$ cat src/prs_defines.vh
// Purpose: Shared constants for the phase resync timer and serial load path.
// Assumes: Control words use the low three bits as the latch address.
// Notes:   Bus offsets are byte addresses of 32-bit words.
`ifndef PRS_DEFINES_VH
`define PRS_DEFINES_VH

`define PRS_WORD_W        32
`define PRS_ADDR_LSB      0
`define PRS_ADDR_MSB      2
`define PRS_LATCH_CTRL1   3'h1
`define PRS_LATCH_CTRL3   3'h3
`define PRS_FIELD_LSB     3
`define PRS_FIELD_MSB     14
`define PRS_MODE_LSB      15
`define PRS_MODE_MSB      16
`define PRS_MODE_RESYNC   2'h2
`define PRS_PHASE_LSB     15
`define PRS_PHASE_MSB     26
`define PRS_CTRL1_RST     32'h00000001
`define PRS_CTRL3_RST     32'h00000003
`define PRS_OFS_CTRL1     4'h0
`define PRS_OFS_CTRL3     4'h4
`define PRS_OFS_STATUS    4'h8
`define PRS_SYNC_TARGET   2'h2

`endif

$ cat src/prs_phase_resync.v
// Purpose: Three-wire serial load path and phase resync timer.
// Assumes: Serial pins and the reference clock are asynchronous to i_sys_clk.
// Notes:   Reference and serial clocks must be well below a quarter of i_sys_clk.
//
// The strobed register port and the register offsets were decided locally.
`timescale 1ns/1ps
`include "prs_defines.vh"

// Summary of operation
// - Mode field bits 16:15 of control 3 equal to 1,0 selects resync.
// - In resync mode a pulse issues every divider times modulus reference periods.
// - Divider value sits in control 3 bits 14:3, range 1 to 4095.
// - Modulus for the interval comes from control 1 bits 14:3.
// - Second sync pulse after a load strobe rise realigns output phase.
// - Phase word in control 1 sets offset, modulus steps per full turn.
// - Shift a bit each serial clock rise; load strobe rise latches word.
module prs_phase_resync #(
  parameter FIELD_W = 12
) (
  // Clock and reset
  input  wire                     i_sys_clk,
  input  wire                     i_reset_n,
  // Serial link pins
  input  wire                     i_serial_clk,
  input  wire                     i_serial_data,
  input  wire                     i_load_strobe,
  // PFD reference
  input  wire                     i_pfd_ref,
  // Register port
  input  wire [3:0]               i_reg_addr,
  input  wire [31:0]              i_reg_wdata,
  input  wire                     i_reg_wr,
  input  wire                     i_reg_rd,
  output reg  [31:0]              o_reg_rdata,
  // Resync outputs
  output reg                      o_resync_mode,
  output reg                      o_sync_pulse,
  output reg                      o_realign,
  output reg  [FIELD_W-1:0]       o_phase_word
);

  // Bit positions of the four pins inside the synchroniser bank.
  localparam PIN_SCLK  = 0;
  localparam PIN_SDATA = 1;
  localparam PIN_LOAD  = 2;
  localparam PIN_REF   = 3;
  // The load strobe rests high, so its chain resets high and no false edge follows reset.
  localparam [3:0]         PIN_IDLE  = 4'h4;
  // A one at field width keeps the counter sums from widening.
  localparam [FIELD_W-1:0] FIELD_ONE = {{(FIELD_W-1){1'b0}}, 1'b1};

  wire [3:0]          pin_raw;
  wire [3:0]          pin_s1;
  wire [3:0]          pin_s2;
  reg  [31:0]         shift_ff;
  reg  [31:0]         ctrl1_ff;
  reg  [31:0]         ctrl3_ff;
  reg  [FIELD_W-1:0]  inner_ff;
  reg  [FIELD_W-1:0]  outer_ff;
  reg  [1:0]          sync_cnt_ff;
  reg  [FIELD_W-1:0]  nxt_inner;
  reg  [FIELD_W-1:0]  nxt_outer;
  reg                 nxt_pulse;
  reg  [1:0]          nxt_sync_cnt;
  reg                 nxt_realign;
  reg  [FIELD_W-1:0]  nxt_phase;
  wire                ser_rise;
  wire                le_rise;
  wire                ref_rise;
  wire                mode_on;
  wire [FIELD_W-1:0]  modulus;
  wire [FIELD_W-1:0]  divider;
  wire [FIELD_W-1:0]  phase_raw;
  wire [2:0]          latch_addr;
  wire [FIELD_W-1:0]  phase_wrap;
  wire [31:0]         status_word;

  // Stage 0 of each chain feeds only stage 1; edges use stages 1 and 2.
  assign ser_rise   = pin_s1[PIN_SCLK] & ~pin_s2[PIN_SCLK];
  assign le_rise    = pin_s1[PIN_LOAD] & ~pin_s2[PIN_LOAD];
  assign ref_rise   = pin_s1[PIN_REF] & ~pin_s2[PIN_REF];
  assign mode_on    = (ctrl3_ff[`PRS_MODE_MSB:`PRS_MODE_LSB] == `PRS_MODE_RESYNC);
  assign modulus    = ctrl1_ff[`PRS_FIELD_MSB:`PRS_FIELD_LSB];
  assign divider    = ctrl3_ff[`PRS_FIELD_MSB:`PRS_FIELD_LSB];
  assign phase_raw  = ctrl1_ff[`PRS_PHASE_MSB:`PRS_PHASE_LSB];
  assign latch_addr = shift_ff[`PRS_ADDR_MSB:`PRS_ADDR_LSB];
  // Words at or past a nonzero modulus wrap once; words of twice the modulus or more stay past one turn.
  assign phase_wrap = (phase_raw >= modulus && modulus != {FIELD_W{1'b0}}) ?
                      phase_raw - modulus : phase_raw;
  assign status_word = {28'h0000000, sync_cnt_ff, o_realign, mode_on};

  assign pin_raw = {i_pfd_ref, i_load_strobe, i_serial_data, i_serial_clk};

  // Stage 0 may go metastable, so nothing but stage 1 reads it.
  genvar g;
  generate
    for (g = 0; g < 4; g = g + 1) begin : g_pin_sync
      reg [2:0] chain_ff;
      always @(posedge i_sys_clk or negedge i_reset_n) begin
        if (!i_reset_n) begin
          chain_ff <= {3{PIN_IDLE[g]}};
        end else begin
          chain_ff <= {chain_ff[1:0], pin_raw[g]};
        end
      end
      assign pin_s1[g] = chain_ff[1];
      assign pin_s2[g] = chain_ff[2];
    end
  endgenerate

  // Data is taken from stage 2 so it lines up with the detected clock edge.
  always @(posedge i_sys_clk or negedge i_reset_n) begin
    if (!i_reset_n) begin
      shift_ff <= 32'h00000000;
    end else if (ser_rise) begin
      shift_ff <= {shift_ff[30:0], pin_s2[PIN_SDATA]};
    end
  end

  // A serial load wins over a bus write in the same cycle.
  always @(posedge i_sys_clk or negedge i_reset_n) begin
    if (!i_reset_n) begin
      ctrl1_ff <= `PRS_CTRL1_RST;
      ctrl3_ff <= `PRS_CTRL3_RST;
    end else begin
      if (le_rise && latch_addr == `PRS_LATCH_CTRL1) begin
        ctrl1_ff <= shift_ff;
      end else if (i_reg_wr && i_reg_addr == `PRS_OFS_CTRL1) begin
        ctrl1_ff <= i_reg_wdata;
      end
      if (le_rise && latch_addr == `PRS_LATCH_CTRL3) begin
        ctrl3_ff <= shift_ff;
      end else if (i_reg_wr && i_reg_addr == `PRS_OFS_CTRL3) begin
        ctrl3_ff <= i_reg_wdata;
      end
    end
  end

  // Interval counter: inner counts reference edges per modulus, outer counts moduli.
  // A zero divider or modulus is treated as one so the timer never stalls.
  always @* begin
    nxt_inner = inner_ff;
    nxt_outer = outer_ff;
    nxt_pulse = 1'b0;
    if (!mode_on) begin
      nxt_inner = {FIELD_W{1'b0}};
      nxt_outer = {FIELD_W{1'b0}};
    end else if (ref_rise) begin
      if (inner_ff + FIELD_ONE >= modulus) begin
        nxt_inner = {FIELD_W{1'b0}};
        if (outer_ff + FIELD_ONE >= divider) begin
          nxt_outer = {FIELD_W{1'b0}};
          nxt_pulse = 1'b1;
        end else begin
          nxt_outer = outer_ff + FIELD_ONE;
        end
      end else begin
        nxt_inner = inner_ff + FIELD_ONE;
      end
    end
  end

  always @(posedge i_sys_clk or negedge i_reset_n) begin
    if (!i_reset_n) begin
      inner_ff      <= {FIELD_W{1'b0}};
      outer_ff      <= {FIELD_W{1'b0}};
      o_sync_pulse  <= 1'b0;
      o_resync_mode <= 1'b0;
    end else begin
      inner_ff      <= nxt_inner;
      outer_ff      <= nxt_outer;
      o_sync_pulse  <= nxt_pulse;
      o_resync_mode <= mode_on;
    end
  end

  // The count saturates at the target, so only one realign follows each load.
  // Bus writes leave the count alone; only a serial load starts a new frequency.
  always @* begin
    nxt_sync_cnt = sync_cnt_ff;
    nxt_realign  = 1'b0;
    nxt_phase    = o_phase_word;
    // A load edge restarts the count even if a pulse lands in the same cycle.
    if (le_rise) begin
      nxt_sync_cnt = 2'h0;
    end else if (nxt_pulse && sync_cnt_ff != `PRS_SYNC_TARGET) begin
      nxt_sync_cnt = sync_cnt_ff + 2'h1;
      if (sync_cnt_ff == `PRS_SYNC_TARGET - 2'h1) begin
        nxt_realign = 1'b1;
        nxt_phase   = phase_wrap;
      end
    end
  end

  always @(posedge i_sys_clk or negedge i_reset_n) begin
    if (!i_reset_n) begin
      sync_cnt_ff  <= 2'h0;
      o_realign    <= 1'b0;
      o_phase_word <= {FIELD_W{1'b0}};
    end else begin
      sync_cnt_ff  <= nxt_sync_cnt;
      o_realign    <= nxt_realign;
      o_phase_word <= nxt_phase;
    end
  end

  always @(posedge i_sys_clk or negedge i_reset_n) begin
    if (!i_reset_n) begin
      o_reg_rdata <= 32'h00000000;
    end else if (i_reg_rd) begin
      case (i_reg_addr)
        `PRS_OFS_CTRL1:  o_reg_rdata <= ctrl1_ff;
        `PRS_OFS_CTRL3:  o_reg_rdata <= ctrl3_ff;
        `PRS_OFS_STATUS: o_reg_rdata <= status_word;
        default:         o_reg_rdata <= 32'h00000000;
      endcase
    end else begin
      o_reg_rdata <= 32'h00000000;
    end
  end

endmodule

$ cat config.mk
export PLATFORM = sky130hd
export DESIGN_NAME = prs_phase_resync
export DESIGN_NICKNAME = d
export VERILOG_FILES = /design/src/prs_phase_resync.v
export VERILOG_INCLUDE_DIRS = /design/src
export SDC_FILE = /design/constraint.sdc
export NUM_CORES = 1
export LEC_CHECK = 0
export ABC_CLOCK_PERIOD_IN_PS = 3840
export BUFFER_PORTS_ARGS = -buffer_cell sky130_fd_sc_hd__buf_4
export CORE_UTILIZATION = 45
export CTS_CLUSTER_SIZE = 14
export DETAILED_ROUTE_END_ITERATION = 8
export PLACE_DENSITY = 0.67
export RECOVER_POWER = 25
export SYNTH_ARGS = -nofsm -noshare
export SYNTH_HDL_FRONTEND = slang
export SYNTH_SLANG_ARGS = --single-unit
$ cat constraint.sdc
create_clock -name i_sys_clk -period 3.84 [get_ports i_sys_clk]
set_clock_uncertainty 0.1 [all_clocks]
set_input_delay 0.768 -clock i_sys_clk [delete_from_list [all_inputs] [get_ports i_sys_clk]]
set_output_delay 0.768 -clock i_sys_clk [all_outputs]
set_load 0.01 [all_outputs]
==> impl_metrics.tcl, run 1 <==
set metrics [dict create \
    status "finished, violations left" \
    violations "max-capacitance violations, max-slew violations" \
    die_area_um2 20700 \
    dp_slack_ns 0.145 \
    netlist_area_um2 9070 \
    whs_ns 0.249 \
    placedCellCount 1184 \
    critical_path_class "flop to flop" \
    drv_slew 83 \
    leakagePower_nw 5.40 \
    cts-root-buf "clkbuf_16" \
    path_clk_slew_ns 0.07 \
    worst_ir_drop_vdd_v 0.000302 \
    fin_util_pct 54.6 \
    cp_slowest_cell "or4b_4" \
    htree_levels 4 \
    drt-pass1-iter-count 5 \
    area_delta_synth_final_pct 18.0 \
    pin_count 91 \
    core_region_area_um2 19600 \
    ant_nets 0 \
    regArea_um2 4540 \
    vias 6669 \
    path_cells "nand3_1 > nor2_2 > and3_1 > and3_1 > nand3_1 > xnor2_1 > ha_1 > nand4_1 > a2111oi_4 > a2111oi_4 > or4b_4 > buf_4 > mux2i_1 > o31ai_1" \
    grt_overflow 0 \
    ys_ff_latch 181 \
    wl_per_cell_um 17.4 \
    final_hold_viol_count 0 \
    required_ns 4.03 \
    ys.flop_type "dfrtp_1" \
    cts_buffer_depth 2 \
    drc 0 \
    n_antenna_cell 0 \
    multi_input_area_um2 4270 \
    setup_viol 0 \
    placed_cell_area_um2 10100 \
    async_reset_ff_share_pct 100 \
    gr-usage-all-layers_pct 22.0 \
    synth-seq-area-share_pct 50.0 \
    p_total_mw 6.55 \
    grt_pass1_vias 6437 \
    grt_pass1_wl_mm 34.4 \
    finalSetupTns_ns 0 \
    synth_top_area_share_pct 48.3 \
    port_buffers 90 \
    fin_ws_ns 0.223 \
    final_cell_area_um2 10700 \
    synth_top_area_cell "dfrtp_1" \
    drtIter0Drc 406 \
    synthCells 853 \
    yosysMostFrequentCell "dfrtp_1" \
    critPathMaxFanout 19 \
    final_cells 1216 \
    clk_latency_ns 0.43 \
    grt_max_degree 84 \
    synth_area_leaders "dfrtp_1 (48%), mux2i_1 (7.4%), ha_1 (5.5%)" \
    die_h_um 144 \
    p_int_mw 4.25 \
    period_share_pct 94.2 \
    die_w_um 144 \
    antenna_found_initial 0 \
    yosys_warnings 0 \
    syn_area_per_cell_um2 10.6 \
    layout.nets 1023 \
    postCtsSetupBuffers 0 \
    nFillCells 1729 \
    hp-class "flop to flop" \
    layout_min_cycle_time_ns 3.62 \
    relSlewSlack_pct -36.3 \
    drt_wl_total_mm 21.2 \
    viasPerCell 5.48 \
    initial_core_util_pct 46.3 \
    cts_made_buffers 17 \
    layout-drive-gt1-share_pct 21.8 \
    std_cell_rows 51 \
    yosys-top-cells-count "dfrtp_1 (175), nor2_1 (80), mux2i_1 (67), nand2_1 (59), a21oi_1 (53)" \
    gp_congestion 0.874 \
    fmaxAchievable_mhz 276 \
    worst_pin_slew_ns 2.04 \
    syn_nets 938 \
    synth_edf_count 0 \
    critical-path-max-stage-delay_ns 0.54 \
    start_kind "flop" \
    power_frac_clock_pct 27.7 \
    power_density_nw_per_um2 612 \
    cts_tree "built" \
    synth.distinct_cells 56 \
    critPathArrivalTime_ns 3.81 \
    clock-sinks 181 \
    endpoint_kind "flop" \
    rrSetupSlack_ns 0.22 \
    p_comb_share_pct 31.2 \
    swShare_pct 35.2 \
    seqPwrFrac_pct 41.1 \
    cap_viol_max_count 1 \
    p_switching_mw 2.30 \
    place_hpwl_mm 15.0 \
]
## placed cells by master, fill, tap and decap left out, types with 8 or more instances in the layout
master	Yosys	routed
nor2b_1	12	11
a21o_1	9	9
o21ai_1	8	8
xnor2_1	14	14
a32o_1	8	8
ha_1	40	39
a22oi_1	32	32
and3_1	12	11
o21ai_0	47	46
mux2i_1	67	67
nand3_1	21	21
inv_1	35	35
xor2_1	15	15
a21oi_1	53	53
clkbuf_16	0	17
buf_4	0	101
mux2_2	40	40
dfrtp_1	175	173
nand2_1	59	57
nor2_1	80	78
## power groups by stage
stage / Sequential (mW) / Clock (mW) / Combinational, mW
after floorplan: 2.57 / 0 / 1.60
after global placement: 2.71 / 0 / 2.01
after detailed placement: 2.73 / 0 / 2.03
after CTS: 2.69 / 1.84 / 2.05
after global routing: 2.75 / 1.92 / 2.30
final: 2.69 / 1.82 / 2.04
## registers in the layout, indices dropped and copies added, names as in the netlist
signal               flops
ctrl1_ff                32
ctrl3_ff                32
o_reg_rdata             32
shift_ff                32
g_pin_sync.chain_ff     12
inner_ff                12
o_phase_word            12
outer_ff                12
sync_cnt_ff              2
o_realign                1
o_resync_mode            1
o_sync_pulse             1
## what timing repair did
item,in CTS,in global routing
endpoints found under the setup margin,0,12
resized for setup,0,7
hold buffers,0,0
## worst paths after layout
kind,startpoint,to,cells past startpoint
min in group asynchronous,i_reset_n,o_resync_mode,1
setup / recovery,inner_ff[0],o_phase_word[9],14
max in group asynchronous,i_reset_n,ctrl1_ff[25],2
hold reg to reg,g_pin_sync[3].chain_ff[0],g_pin_sync[3].chain_ff[1],0
setup reg to reg,inner_ff[0],o_phase_word[9],14
hold / removal,g_pin_sync[3].chain_ff[0],g_pin_sync[3].chain_ff[1],0
## critical path: cells and delay by family (launching register included)
kind | cells | cell delay, ns
AO/OA/AOI/OAI | 3 | 0.52
XOR/XNOR | 1 | 0.16
adder cells (fa/ha/maj) | 1 | 0.36
buffers and inverters | 1 | 0.22
flip-flops | 1 | 0.41
multiplexers | 1 | 0.15
AND/OR/NAND/NOR | 7 | 1.56
## logic make-up after synthesis
| family | after synthesis | share of synthesized area, % |
|---|---|---|
| XOR/XNOR | 29 | 2.80 |
| flip-flops | 181 | 50.0 |
| multiplexers | 107 | 12.4 |
| buffers and inverters | 78 | 3.50 |
| AND/OR/NAND/NOR | 229 | 12.0 |
| AO/OA/AOI/OAI | 188 | 13.6 |
| adder cells (fa/ha/maj) | 41 | 5.74 |
## routing by layer
| layer | wire length [µm] | part of all wire, % | global-route usage, % | vias to the layer above |
|---|---|---|---|---|
| met1 | 9950 | 47 | 30.7 | 3284 |
| met5 | 0 | 0 | 0 | - |
| met4 | 414 | 2.0 | 7.50 | 0 |
| met2 | 9870 | 47 | 34.7 | 153 |
| met3 | 972 | 4.6 | 3.64 | 32 |
| li1 | - | - | - | 3200 |
## cell type report
class,count,share of cell area [%]
Sequential cell,181,42.4
Clock buffer,19,4.23
Multi-Input combinational cell,594,39.9
Inverter,36,1.26
Clock inverter,13,1.50
Timing Repair Buffer,108,7.61
Tap cell,265,3.10
(Power assumes the default switching activity.)
==> inputs of run 2 (changes only) <==
- PLACE_DENSITY: 0.67 -> default
- REMOVE_ABC_BUFFERS: default -> 1
==> impl_metrics.tcl, run 2 (same netlist as run 1, synthesis figures left out) <==
set metrics [dict create \
    worst_ir_drop_vdd_v 0.000320 \
    drtIter0Drc 515 \
    endpoint_kind "flop" \
    grt_pass1_vias 6372 \
    power_density_nw_per_um2 609 \
    seqPwrFrac_pct 41.3 \
    htree_levels 4 \
    path_clk_slew_ns 0.07 \
    final_cell_mix "dfrtp_1 (173), buf_4 (102), nor2_1 (78)" \
    critical_path_class "flop to flop" \
    p_switching_mw 2.33 \
    clock-sinks 181 \
    cts-root-buf "clkbuf_16" \
    cap_viol_max_count 1 \
    port_buffers 90 \
    leakagePower_nw 5.38 \
    cts_buffer_depth 2 \
    n_antenna_cell 0 \
    ant_nets 0 \
    gp_congestion 0.893 \
    viasPerCell 5.38 \
    multi_input_area_um2 4270 \
    drc 0 \
    start_kind "flop" \
    required_ns 4.02 \
    status "finished, violations left" \
    initial_core_util_pct 46.3 \
    nFillCells 1764 \
    grt_pass1_wl_mm 35.5 \
    std_cell_rows 51 \
    cts_made_buffers 17 \
    fmaxAchievable_mhz 273 \
    path_cells "nand3_1 > nor2_2 > and3_4 > and3_2 > nand3_1 > xnor2_1 > ha_1 > nand4_1 > a2111oi_4 > a2111oi_4 > or4b_4 > buf_4 > mux2i_1 > o31ai_1" \
    cp_slowest_cell "or4b_4" \
    drt-pass1-iter-count 5 \
    hp-class "flop to flop" \
    layout_commonest_cell "dfrtp_1" \
    p_total_mw 6.49 \
    area_delta_synth_final_pct 17.5 \
    final_cell_area_um2 10700 \
    cts_tree "built" \
    pin_count 91 \
    swShare_pct 36.0 \
    period_share_pct 95.4 \
    p_comb_share_pct 32.5 \
    critical-path-max-stage-delay_ns 0.56 \
    gr-usage-all-layers_pct 22.8 \
    grt_overflow 0 \
    drv_slew 75 \
    violations "max-capacitance violations, max-slew violations" \
    vias 6544 \
    worst_pin_slew_ns 1.92 \
    die_w_um 144 \
    grt_max_degree 75 \
    final_hold_viol_count 0 \
    die_h_um 144 \
    critPathMaxFanout 19 \
    p_int_mw 4.16 \
    layout-drive-gt1-share_pct 22.3 \
    wl_per_cell_um 17.9 \
    power_frac_clock_pct 26.2 \
    clk_latency_ns 0.43 \
    critPathArrivalTime_ns 3.85 \
    layout.nets 1024 \
    regArea_um2 4540 \
    relSlewSlack_pct -27.8 \
    drt_wl_total_mm 21.8 \
    whs_ns 0.250 \
    layout_min_cycle_time_ns 3.66 \
    antenna_found_initial 0 \
    core_region_area_um2 19600 \
    die_area_um2 20700 \
    placed_cell_area_um2 10100 \
    setup_viol 0 \
    place_hpwl_mm 14.8 \
]
[run 2: changes by cell type in the layout (fill, tap and decap cells not counted), moves of 2 or more]
cell,previous run,this run
and3_2,0,4
inv_6,6,2
clkinv_2,0,4
and3_1,11,7
clkbuf_4,3,5
[run 2: worst paths after layout]
kind	start	end	depth (start not counted)	slack [ns]
worst max-delay path	inner_ff[0]	o_phase_word[9]	14	0.18
worst min-delay path	g_pin_sync[3].chain_ff[0]	g_pin_sync[3].chain_ff[1]	0	0.25
worst max register to register	inner_ff[0]	o_phase_word[9]	14	0.18
worst min register to register	g_pin_sync[3].chain_ff[0]	g_pin_sync[3].chain_ff[1]	0	0.25
max in group asynchronous	i_reset_n	inner_ff[0]	2	0.87
min in group asynchronous	i_reset_n	o_reg_rdata[22]	1	0.75
[run 2: per-layer routing]
layer	part of all wire, %	vias to the layer above	global-route usage, %
met4	1.7	0	7.84
met2	44	119	33.7
met5	0	-	0
met1	50	3190	33.8
met3	3.6	24	3.61
li1	-	3211	-
[run 2: power by group through the flow]
stage	clock network (mW)	registers [mW]	logic (mW)
after detailed placement	0	2.72	2.10
after floorplan	0	2.57	1.58
final	1.70	2.68	2.11
after global routing	1.81	2.74	2.41
after global placement	0	2.71	2.09
after CTS	1.74	2.68	2.11
[run 2: per-stage QoR]
step                      setup TNS (ns)  setup slack (ns)  std cells  utilization, %
final                                  0             0.176       1217            54.4
after global routing            -0.00994          -0.00994       1217            54.4
after CTS                              0            0.0669       1216            54.4
after detailed placement               0            0.0913       1184            51.5
after global placement                 0             0.184       1184            51.5
after floorplan                  -186.10             -2.51        811               -
[run 2: critical path, delay by kind of cell (launching register included)]
family | cells | cell delay, ns
compound gates | 3 | 0.47
xor+xnor | 1 | 0.17
fa+ha+maj | 1 | 0.35
buf+inv | 1 | 0.22
flops | 1 | 0.41
mux | 1 | 0.15
simple gates | 7 | 1.66
[run 2: what timing repair did]
item / in CTS / in global routing
buffers inserted: 0 / 1
endpoints found under the setup margin: 0 / 17
hold buffers: 0 / 0
resized for setup: 0 / 12
[run 2: area by class of cell]
| class | instances | area share [%] |
|---|---|---|
| Inverter | 36 | 1.27 |
| Multi-Input combinational cell | 594 | 40.1 |
| Clock inverter | 13 | 1.16 |
| Tap cell | 265 | 3.11 |
| Timing Repair Buffer | 109 | 7.62 |
| Clock buffer | 19 | 4.16 |
| Sequential cell | 181 | 42.6 |
==> inputs of run 3 (changes only) <==
- GPL_TIMING_DRIVEN: default -> 0
==> impl_metrics.tcl, run 3 (same netlist as run 1, synthesis figures left out) <==
set metrics [dict create \
    status "finished, violations left" \
    violations "max-capacitance violations, max-slew violations" \
    std_cell_rows 51 \
    critPathMaxFanout 5 \
    viasPerCell 5.43 \
    final_cell_mix "dfrtp_1 (172), buf_4 (107), nor2_1 (77)" \
    htree_levels 4 \
    critical-path-max-stage-delay_ns 0.57 \
    wl_per_cell_um 18.0 \
    setup_viol 0 \
    whs_ns 0.150 \
    clock-sinks 181 \
    required_ns 4.05 \
    cap_viol_max_count 1 \
    cts_made_buffers 17 \
    relSlewSlack_pct -8.24 \
    path_cells "nand3_1 > nor2_2 > and3_4 > and3_2 > nand3_1 > xnor2_1 > ha_1 > nand4_1 > a2111oi_4 > a2111oi_4 > or4b_4 > inv_4 > mux2_2" \
    drt-pass1-iter-count 4 \
    ant_nets 0 \
    grt_overflow 0 \
    grt.met2_usage_pct 35.5 \
    n_antenna_cell 0 \
    critical_path_class "flop to flop" \
    die_area_um2 20700 \
    critPathArrivalTime_ns 3.88 \
    clk_latency_ns 0.43 \
    use_met3_pct 3.58 \
    dp_slack_ns -0.594 \
    power_density_nw_per_um2 607 \
    drtIter0Drc 398 \
    gr-usage-all-layers_pct 22.7 \
    drv_slew 121 \
    pin_count 91 \
    fmaxAchievable_mhz 273 \
    place_hpwl_mm 15.4 \
    grt_max_degree 121 \
    worst_pin_slew_ns 1.62 \
    leakagePower_nw 5.56 \
    multi_input_area_um2 4340 \
    nFillCells 1732 \
    cts-root-buf "clkbuf_16" \
    final_hold_viol_count 0 \
    antenna_found_initial 0 \
    hp-class "input port to async pin" \
    r2r_cells 13 \
    crit_family "simple AND/OR/NAND/NOR gates" \
    fin_ws_ns 0.174 \
    layout.nets 1042 \
    port_buffers 90 \
    grt_pass1_vias 6516 \
    worst_ir_drop_vdd_v 0.000367 \
    cts_buffer_depth 2 \
    layout_commonest_cell "dfrtp_1" \
    die_h_um 144 \
    initial_core_util_pct 46.3 \
    grt_pass1_wl_mm 35.2 \
    path_clk_slew_ns 0.07 \
    grt_use_met1_pct 32.8 \
    drt_wl_total_mm 22.2 \
    die_w_um 144 \
    cts_tree "built" \
    drc 0 \
    crit_buf_inv 1 \
    layout_min_cycle_time_ns 3.67 \
    grt_busiest_layer "met2" \
    vias 6700 \
    core_region_area_um2 19600 \
    cts_hold_buf 0 \
    cp_slowest_cell "or4b_4" \
    area_delta_synth_final_pct 22.1 \
    period_share_pct 95.5 \
    start_kind "flop" \
    regArea_um2 4540 \
    worst-path-stages 13 \
    layout-drive-gt1-share_pct 24.6 \
    endpoint_kind "flop" \
    gp_congestion 0.882 \
]
==> run 3: cell types whose count changed in the layout (fill, tap and decap cells not counted), sizes merged <==
cell | before | now
buf | 102 | 121
bufinv | 1 | 5
clkbuf | 26 | 24
clkinv | 7 | 3
clkinvlp | 1 | 3
inv | 40 | 37
or4b | 1 | 2
==> run 3: area by class of cell <==
cell class	instances	share of cell area, %
clock buffer	19	4.09
clock inverter	12	1.81
inverter	36	1.24
multi-input combinational	595	39.2
sequential	181	41.0
tap	265	2.99
timing repair buffer	126	9.71
==> run 3: what timing repair did <==
item	4_1_cts	5_1_grt
gates cloned	1	0
setup buffers	4	11
pin swaps	3	9
setup endpoints to repair	30	29
resized for setup	9	15
==> run 3: stage by stage <==
stage | total power, mW | util (%) | std cells | TNS [ns] | area (µm²)
after floorplan | 4.15 | - | 811 | -186.10 | 8890
after global placement | 4.73 | 50.5 | 1166 | -699.64 | 9900
after detailed placement | 4.77 | 52.2 | 1187 | -7.47 | 10200
after CTS | 6.74 | 55.9 | 1223 | -0.0609 | 11000
after global routing | 7.13 | 56.6 | 1234 | -0.0326 | 11100
final | 6.72 | 56.6 | 1234 | 0 | 11100
==> run 3: path summary, 6_finish.rpt <==
path                                            from  slack [ns]                         to
min                                        i_reset_n        0.15            o_reg_rdata[20]
min reg2reg                g_pin_sync[1].chain_ff[1]        0.25  g_pin_sync[1].chain_ff[2]
max reg2reg                              inner_ff[0]        0.17            o_phase_word[6]
max                                      inner_ff[0]        0.17            o_phase_word[6]
min in group i_sys_clk     g_pin_sync[1].chain_ff[1]        0.25  g_pin_sync[1].chain_ff[2]
max in group asynchronous                  i_reset_n        1.34                outer_ff[0]
==> run 3: power by group <==
part           total, mW  switching, mW  internal, mW
sequential          2.69          0.391          2.30
clock               1.95          0.764          1.19
combinational       2.08           1.13         0.949
total               6.72           2.29          4.44
==> run 3: per-layer routing <==
layer / share of wire [%] / vias to the layer above
met4: 1.3 / 0
met3: 3.7 / 21
met2: 46 / 137
met5: 0 / -
li1: - / 3244
met1: 49 / 3298
